## src/rtl/glc_pkg.sv

```systemverilog
package glc_pkg;

    // Register map
    localparam logic [5:0] GLC_ADDR_CTRL = 6'h1D;     // Gain loop control offset
    localparam logic [7:0] GLC_CTRL_RESET = 8'h91;    // 10 01 00 01 after reset

    // Field positions in the control byte
    localparam int GLC_HYST_LSB = 6;                  // Hysteresis select 7:6
    localparam int GLC_WAIT_LSB = 4;                  // Settle wait 5:4
    localparam int GLC_HOLD_LSB = 2;                  // Gain hold select 3:2
    localparam int GLC_FILT_LSB = 0;                  // Filter length 1:0

    // Timing counts, in channel filter samples; OOK boundary step in dB
    localparam logic [5:0] GLC_WAIT_STEP = 6'h08;     // 8, 16, 24, 32 samples
    localparam int GLC_FILT_BASE_LOG2 = 3;            // 8 samples at code 0
    localparam logic [7:0] GLC_OOK_STEP_DB = 8'h04;   // 4, 8, 12, 16 dB

    // Dead zone edges per hysteresis code, in amplitude units (dB)
    localparam logic [7:0] GLC_ZONE_HI [4] = '{8'h02, 8'h02, 8'h04, 8'h06};
    localparam logic [7:0] GLC_ZONE_LO [4] = '{8'h02, 8'h04, 8'h08, 8'h0C};

    // Gain hold policies
    typedef enum logic [1:0] {
        GLC_HOLD_NONE = 2'h0,                         // Adjust freely
        GLC_HOLD_SYNC = 2'h1,                         // Freeze after sync word
        GLC_HOLD_ANA  = 2'h2,                         // Analogue fixed
        GLC_HOLD_ALL  = 2'h3                          // Everything fixed
    } glc_hold_type;

    // Decoded control byte
    typedef struct packed {
        logic [1:0] hysteresis_select;                // Dead zone choice
        logic [1:0] wait_select;                      // Settle wait length
        glc_hold_type gain_hold_select;               // Freeze policy
        logic [1:0] filter_select;                    // Averaging / OOK boundary
    } glc_ctrl_type;

endpackage : glc_pkg

```

## src/rtl/glc_averager.sv

```systemverilog
`timescale 1ns/1ps
// Block averager over 8..64 samples; power-of-two length so a shift divides
module glc_averager #(
    parameter int AMP_W = 8                           // Amplitude width
) (
    input wire logic clk_i,                           // Core clock
    input wire logic rst_n_i,                         // Synchronised reset
    input wire logic clear_i,                         // Restart accumulation
    input wire logic enable_i,                        // Accumulate allowed
    input wire logic sample_vld_i,                    // New filter sample
    input wire logic [AMP_W-1:0] sample_i,            // Filter amplitude
    input wire logic [1:0] length_sel_i,              // 8/16/32/64 samples
    output logic done_o,                              // One-cycle average ready
    output logic [AMP_W-1:0] avg_o                    // Last average
);

    localparam int SUM_W = AMP_W + 6;                 // Room for 64 samples

    logic [SUM_W-1:0] sum_r;                          // Running sum
    logic [6:0] count_r;                              // Samples taken
    logic [6:0] target;                               // Samples needed
    logic [SUM_W-1:0] sum_nxt;                        // Sum with new sample
    logic [SUM_W-1:0] shifted;                        // Divided sum

    assign target = 7'(1 << (glc_pkg::GLC_FILT_BASE_LOG2 + int'(length_sel_i)));
    assign sum_nxt = sum_r + SUM_W'(sample_i);
    assign shifted = sum_nxt >> (glc_pkg::GLC_FILT_BASE_LOG2 + int'(length_sel_i));

    ////////////////////////////////////////////////////////////////////////////
    // Accumulate, then emit the average and restart
    always_ff @(posedge clk_i or negedge rst_n_i) begin
        if (!rst_n_i) begin
            sum_r <= '0;
            count_r <= '0;
            done_o <= 1'b0;
            avg_o <= '0;
        end else begin
            done_o <= 1'b0;
            if (clear_i) begin                        // Gain moved, old data stale
                sum_r <= '0;
                count_r <= '0;
            end else if (enable_i && sample_vld_i) begin
                if (count_r + 7'h01 >= target) begin  // Window complete
                    avg_o <= AMP_W'(shifted);
                    done_o <= 1'b1;
                    sum_r <= '0;
                    count_r <= '0;
                end else begin
                    sum_r <= sum_nxt;
                    count_r <= count_r + 7'h01;
                end
            end
        end
    end

endmodule : glc_averager

```

## src/rtl/glc_gain_loop.sv

```systemverilog
`timescale 1ns/1ps
module glc_gain_loop #(
    parameter int AMP_W = 8,                          // Amplitude width
    parameter int ANA_W = 3,                          // Analogue gain steps width
    parameter int DIG_W = 3,                          // Digital gain steps width
    parameter logic [7:0] MAGN_TARGET = 8'h21         // Desired amplitude
) (
    input wire logic CLK_I,                           // 250 MHz core clock
    input wire logic RST_N_I,                         // Async reset, active low
    input wire logic REG_WE_I,                        // Register write strobe
    input wire logic [5:0] REG_ADDR_I,                // Register address
    input wire logic [7:0] REG_WDATA_I,               // Register write data
    output logic [7:0] REG_RDATA_O,                   // Register read data
    input wire logic SAMPLE_VLD_I,                    // Channel filter sample strobe
    input wire logic [AMP_W-1:0] SAMPLE_I,            // Channel filter amplitude
    input wire logic SYNC_FOUND_I,                    // Sync word detected pulse
    input wire logic RX_IDLE_I,                       // Receiver idle level
    input wire logic OOK_MODE_I,                      // OOK/ASK reception selected
    output logic [ANA_W-1:0] ANA_GAIN_O,              // Analogue gain setting
    output logic [DIG_W-1:0] DIG_GAIN_O,              // Digital gain setting
    output logic [AMP_W-1:0] AMP_AVG_O,               // Latest averaged amplitude
    output logic SETTLING_O,                          // Waiting after a gain step
    output logic OOK_BIT_O                            // OOK/ASK data decision
);

    ////////////////////////////////////////////////////////////////////////////
    // Declarations
    typedef enum logic {
        ST_SETTLE,                                    // Ignoring samples after a step
        ST_ACCUM                                      // Averaging for a decision
    } glc_state_type;

    logic rst_meta_r;                                 // Reset sync stage 1
    logic rst_n_s;                                    // Reset sync stage 2
    glc_pkg::glc_ctrl_type ctrl_r;                    // Stored control byte
    glc_pkg::glc_ctrl_type act_r;                     // Settings of current decision
    glc_state_type state_r;                           // Loop state
    logic [5:0] wait_cnt_r;                           // Samples waited
    logic [5:0] wait_target;                          // Samples to wait
    logic sync_seen_r;                                // Sync word caught this packet
    logic avg_done;                                   // Average ready pulse
    logic [AMP_W-1:0] avg;                            // Average value
    logic [7:0] zone_hi;                              // Upper dead zone edge
    logic [7:0] zone_lo;                              // Lower dead zone edge
    logic too_loud;                                   // Above dead zone
    logic too_quiet;                                  // Below dead zone
    logic hold_all;                                   // No gain may move
    logic hold_ana;                                   // Analogue may not move
    logic step_made;                                  // A gain changed
    logic [ANA_W-1:0] ana_nxt;                        // Next analogue gain
    logic [DIG_W-1:0] dig_nxt;                        // Next digital gain
    logic [8:0] ook_thr;                              // OOK slicing level
    logic [7:0] ook_db;                               // OOK boundary in dB

    ////////////////////////////////////////////////////////////////////////////
    // Reset release through two flops
    always_ff @(posedge CLK_I or negedge RST_N_I) begin
        if (!RST_N_I) begin
            rst_meta_r <= 1'b0;
            rst_n_s <= 1'b0;
        end else begin
            rst_meta_r <= 1'b1;
            rst_n_s <= rst_meta_r;
        end
    end

    ////////////////////////////////////////////////////////////////////////////
    // Control register write; host is expected to write only while idle
    always_ff @(posedge CLK_I or negedge rst_n_s) begin
        if (!rst_n_s) begin
            ctrl_r <= glc_pkg::GLC_CTRL_RESET;
        end else if (REG_WE_I && REG_ADDR_I == glc_pkg::GLC_ADDR_CTRL) begin
            ctrl_r <= REG_WDATA_I;
        end
    end

    // Registered readback; other addresses answer zero
    always_ff @(posedge CLK_I or negedge rst_n_s) begin
        if (!rst_n_s) begin
            REG_RDATA_O <= 8'h00;
        end else if (REG_ADDR_I == glc_pkg::GLC_ADDR_CTRL) begin
            REG_RDATA_O <= ctrl_r;
        end else begin
            REG_RDATA_O <= 8'h00;
        end
    end

    ////////////////////////////////////////////////////////////////////////////
    // Sync word latch; a new sync in the idle cycle still wins
    always_ff @(posedge CLK_I or negedge rst_n_s) begin
        if (!rst_n_s) begin
            sync_seen_r <= 1'b0;
        end else if (SYNC_FOUND_I) begin
            sync_seen_r <= 1'b1;
        end else if (RX_IDLE_I) begin
            sync_seen_r <= 1'b0;                      // Packet over, unfreeze
        end
    end

    ////////////////////////////////////////////////////////////////////////////
    // Amplitude averaging
    glc_averager #(
        .AMP_W(AMP_W)
    ) u_avg (
        .clk_i(CLK_I),
        .rst_n_i(rst_n_s),
        .clear_i(state_r == ST_SETTLE),
        .enable_i(state_r == ST_ACCUM),
        .sample_vld_i(SAMPLE_VLD_I),
        .sample_i(SAMPLE_I),
        .length_sel_i(act_r.filter_select),
        .done_o(avg_done),
        .avg_o(avg)
    );

    ////////////////////////////////////////////////////////////////////////////
    // Gain decision against the dead zone
    assign zone_hi = glc_pkg::GLC_ZONE_HI[act_r.hysteresis_select];
    assign zone_lo = glc_pkg::GLC_ZONE_LO[act_r.hysteresis_select];
    assign too_loud = {1'b0, 8'(avg)} > ({1'b0, MAGN_TARGET} + {1'b0, zone_hi});
    assign too_quiet = {1'b0, 8'(avg)} + {1'b0, zone_lo} < {1'b0, MAGN_TARGET};

    assign hold_all = act_r.gain_hold_select == glc_pkg::GLC_HOLD_ALL
        || (act_r.gain_hold_select == glc_pkg::GLC_HOLD_SYNC && sync_seen_r);
    assign hold_ana = act_r.gain_hold_select == glc_pkg::GLC_HOLD_ANA;

    // Analogue steps first, digital trims once analogue is pinned or held
    always_comb begin
        ana_nxt = ANA_GAIN_O;
        dig_nxt = DIG_GAIN_O;
        if (!hold_all) begin
            if (too_loud) begin
                if (!hold_ana && ANA_GAIN_O != '0) begin
                    ana_nxt = ANA_GAIN_O - ANA_W'(1);
                end else if (DIG_GAIN_O != '0) begin
                    dig_nxt = DIG_GAIN_O - DIG_W'(1);
                end
            end else if (too_quiet) begin
                if (!hold_ana && ANA_GAIN_O != '1) begin
                    ana_nxt = ANA_GAIN_O + ANA_W'(1);
                end else if (DIG_GAIN_O != '1) begin
                    dig_nxt = DIG_GAIN_O + DIG_W'(1);
                end
            end
        end
    end

    assign step_made = (ana_nxt != ANA_GAIN_O) || (dig_nxt != DIG_GAIN_O);

    ////////////////////////////////////////////////////////////////////////////
    // Gain registers update only on a finished average
    always_ff @(posedge CLK_I or negedge rst_n_s) begin
        if (!rst_n_s) begin
            ANA_GAIN_O <= '1;                         // Start at full gain
            DIG_GAIN_O <= '1;
            AMP_AVG_O <= '0;
        end else if (state_r == ST_ACCUM && avg_done) begin
            ANA_GAIN_O <= ana_nxt;
            DIG_GAIN_O <= dig_nxt;
            AMP_AVG_O <= avg;
        end
    end

    ////////////////////////////////////////////////////////////////////////////
    // Settle wait: (code + 1) x 8 samples
    assign wait_target = glc_pkg::GLC_WAIT_STEP * (6'(act_r.wait_select) + 6'h01);

    // Loop sequencing; settings are sampled as each decision window opens
    always_ff @(posedge CLK_I or negedge rst_n_s) begin
        if (!rst_n_s) begin
            state_r <= ST_SETTLE;
            wait_cnt_r <= '0;
            act_r <= glc_pkg::GLC_CTRL_RESET;
            SETTLING_O <= 1'b1;
        end else begin
            case (state_r)
                ST_SETTLE: begin
                    if (SAMPLE_VLD_I) begin
                        if (wait_cnt_r + 6'h01 >= wait_target) begin
                            state_r <= ST_ACCUM;
                            wait_cnt_r <= '0;
                            act_r <= ctrl_r;
                            SETTLING_O <= 1'b0;
                        end else begin
                            wait_cnt_r <= wait_cnt_r + 6'h01;
                        end
                    end
                end
                ST_ACCUM: begin
                    if (avg_done) begin
                        if (step_made) begin          // Gain moved, wait again
                            state_r <= ST_SETTLE;
                            SETTLING_O <= 1'b1;
                        end else begin
                            act_r <= ctrl_r;
                        end
                    end
                end
                default: begin
                    state_r <= ST_SETTLE;
                end
            endcase
        end
    end

    ////////////////////////////////////////////////////////////////////////////
    // OOK/ASK slicer: on when within the boundary below the average
    assign ook_db = glc_pkg::GLC_OOK_STEP_DB * (8'(act_r.filter_select) + 8'h01);
    assign ook_thr = {1'b0, 8'(AMP_AVG_O)} - {1'b0, ook_db};

    // Negative threshold (borrow) means any sample counts as on
    always_ff @(posedge CLK_I or negedge rst_n_s) begin
        if (!rst_n_s) begin
            OOK_BIT_O <= 1'b0;
        end else if (OOK_MODE_I && SAMPLE_VLD_I) begin
            OOK_BIT_O <= ook_thr[8] || ({1'b0, 8'(SAMPLE_I)} >= ook_thr);
        end
    end

endmodule : glc_gain_loop

```

## config.mk

```make
export PLATFORM = sky130hd
export DESIGN_NAME = glc_gain_loop
export DESIGN_NICKNAME = d
export VERILOG_FILES = /design/src/rtl/glc_pkg.sv /design/src/rtl/glc_averager.sv /design/src/rtl/glc_gain_loop.sv
export SDC_FILE = /design/constraint.sdc
export NUM_CORES = 1
export LEC_CHECK = 0
export ABC_CLOCK_PERIOD_IN_PS = 3540
export BUFFER_PORTS_ARGS = -buffer_cell sky130_fd_sc_hd__buf_2
export CAP_MARGIN = 20
export CORE_ASPECT_RATIO = 2
export CORE_MARGIN = 8
export CORE_UTILIZATION = 49
export CTS_BUF_LIST = sky130_fd_sc_hd__clkbuf_16
export DETAILED_ROUTE_END_ITERATION = 6
export PLACE_DENSITY = 0.68
export SETUP_SLACK_MARGIN = 0.05
export SYNTH_ARGS = -nofsm -noshare
export SYNTH_HDL_FRONTEND = slang
export SYNTH_SLANG_ARGS = --single-unit
```

## constraint.sdc

```tcl
create_clock -name CLK_I -period 3.54 [get_ports CLK_I]
set_clock_uncertainty 0.15 [all_clocks]
set_input_delay 0.354 -clock CLK_I [delete_from_list [all_inputs] [get_ports CLK_I]]
set_output_delay 0.354 -clock CLK_I [all_outputs]
set_load 0.02 [all_outputs]
```

==> run summary <==
TNS Setup - 0 ps
routed vias/inst - 5.80
post-synth top area share - 0.322
CTS Root Cell - clkbuf_16
chip height - 162 um
CTS tree - built
Yosys warnings - 0
critical path data required time - 3610 ps
CP Launch Type - register
# DRC - 0
Core Area - 0.0104 mm^2
Layout Nets - 674
initial core utilization - 0.501
Worst EP arrival - 3290 ps
cell taking the most area after synthesis - dfrtp_1
Final period util - 0.910
fin crit period - 3220 ps
Post-Syn Instances - 533
port bufs - 52
Worst Tran Pin Value - 923 ps
DIE WIDTH - 88.9 um
ys async rst share - 1.00
initial antenna violation count - 0
die area - 0.0144 mm^2
sequential element share of the synthesized area - 0.387
Detailed Routing Iterations Pass 1 - 4
top cells by count, synth - dfrtp_1 (67), ha_1 (52), nand2_1 (46), o21ai_0 (39), inv_1 (28)
layout cells sized above 1 - 0.202
maximum root-to-sink buffer count - 2
final WL - 12500 um
vias in the first global route - 4357
post-DR wirelength/cell - 17.1 um
Ports - 53
reg2reg path depth - 11
Max Fanout on Critical Path - 8
worst setup path class - reg2reg
outcome - finished, final reports clean
PwrDens - 826 mW/mm^2
fmax - 311 MHz
CTS buffer count - 9
final antenna diode count - 0
largest net degree at the start of global routing - 79
first-pass GRT wire length - 20800 um
Yosys cell types - 61
Peak VDD IR - 378 uV
Slew Limit Fails - 0
clk sink count - 80
top cells by area, synth - dfrtp_1 (32%), ha_1 (12%), dfstp_2 (6.6%)
Post-synth EDFFs - 0
vias post-DR - 4243
Synth Flop Type - dfrtp_1
H-tree levels - 3
Post-Syn Area - 0.00521 mm^2
total track usage - 0.184
Lkg Pwr - 0.00284 uW
worst relative slew slack - 0.382
Iter 0 DRT Violations - 188
syn_area_per_cell - 9.78 um^2
syn nets - 617
Detail Route Antenna Nets - 0
synthesized flop and latch total - 80
Hold Vio Cnt, Final - 0
Reg clk slew, reported paths - 60 ps
MaxCap Viol Count - 0
cell with the most instances after synthesis - dfrtp_1
Worst-Skew Late Latency - 340 ps
CP Capture Type - register
Setup violations, final - 0
cell row count - 53
total congestion overflow - 0
placer congestion estimate - 0.922
Placed Instances - 714
fin cells - 732
Worst Hold Class - reg2async
DP Wirelength - 9570 um
RSZ-0062 raised after global routing - no
P&R area growth vs syn - 14.3%
==> placed cells by master, fill, tap and decap left out, drive strengths merged, types with 3 or more instances in the layout <==
cell type / count
dfrtp: 67
buf: 62
ha: 52
nand2: 46
o21ai: 44
inv: 32
nor2: 24
mux2: 24
a21oi: 22
nand3: 19
nor3: 17
xnor2: 15
dfstp: 13
a21o: 13
nand2b: 11
and2: 10
a22o: 10
a211oi: 9
clkbuf: 9
xor2: 8
nor2b: 8
o31ai: 5
o211ai: 5
a31oi: 5
clkinv: 5
and3: 4
o21a: 4
mux2i: 4
a211o: 3
nand4: 3
o2111ai: 3
or3: 3
nor4: 3
fa: 3
a21boi: 3
==> power breakdown <==
part           switching, uW  internal (uW)  leakage, uW
registers                293           1170      0.00102
logic                   1460           1120      0.00168
clock network            394            476     0.000139
==> sequential cells by signal (all words and copies together) (netlist names), 6 cells and up <==
signal         cells
REG_RDATA_O        8
u_avg.count_r      7
u_avg.sum_r       14
act_r              8
wait_cnt_r         6
AMP_AVG_O          8
ctrl_r             8
u_avg.avg_o        8
==> path summary, 6_finish.rpt <==
path                                       from                          to  slack (ps)
max                        act_r[6]$_DFFE_PN0P_        act_r[2]$_DFFE_PN0P_         320
min                           rst_n_s$_DFF_PN0_  u_avg.avg_o[5]$_DFFE_PN0P_          20
max reg2reg                act_r[6]$_DFFE_PN0P_        act_r[2]$_DFFE_PN0P_         320
min reg2reg                   rst_n_s$_DFF_PN0_  u_avg.avg_o[5]$_DFFE_PN0P_          20
max in group asynchronous     rst_n_s$_DFF_PN0_        act_r[0]$_DFFE_PN1P_        2580
min in group CLK_I                 SYNC_FOUND_I     sync_seen_r$_DFFE_PN0P_          50
==> critical path, stage by stage (launching register included) <==
cell and delay [ps]:
dfrtp_1 420, nor2_1 130, ha_1 170, inv_1 50, fa_1 460, nor3b_1 190, o22ai_1 140, a2111oi_4 310
o21ai_2 140, o22a_1 220, a32o_2 380, mux2_4 330
==> timing repair <==
action | in CTS | in global routing
setup buffers | 0 | 0
gates resized for setup | 0 | 1
hold buffers | 1 | 0
endpoints found under the setup margin | 0 | 5
hold endpoints to repair | 2 | 0
==> per-layer routing <==
layer  vias up  part of all wire  GRT usage  wire, um
met5         -                 0          0         0
met4         0             0.024     0.0809       298
met3        18             0.047     0.0324       586
met2       101              0.54      0.332      6730
met1      2084              0.39      0.197      4920
li1       2040                 -          -         -
==> cell families (layout without fill, tap and decap cells) <==
family,count (synthesis),count (layout),share of synthesized area
compound gates,147,147,0.192
xor+xnor,23,23,0.0386
fa+ha+maj,55,55,0.136
buf+inv,47,109,0.0358
flops,80,80,0.387
mux,29,29,0.0696
other cells,1,1,0.000719
simple gates,151,151,0.140
==> layout make-up <==
cell class	count	area, um^2
fillers	919	4460
multi-input cells	406	3010
flip-flops and latches	80	2020
repair buffers	63	365
clock buffers	9	225
well taps	137	171
inverters	30	113
clock inverters	7	47.5
==> per-stage QoR <==
step           hold WS, ps   util  cell area (um^2)  power (uW)  worst slack [ps]
6_report              22.8  0.572              5960        4920               320
5_1_grt               37.9  0.572              5960        5330               112
2_1_floorplan        -91.6      -              5210        3360               133
4_1_cts               40.9  0.569              5930        4950               207
3_3_place_gp         -11.4  0.542              5640        3960               293
3_5_place_dp         -9.28  0.542              5640        4050               222
(Power assumes the default switching activity.)
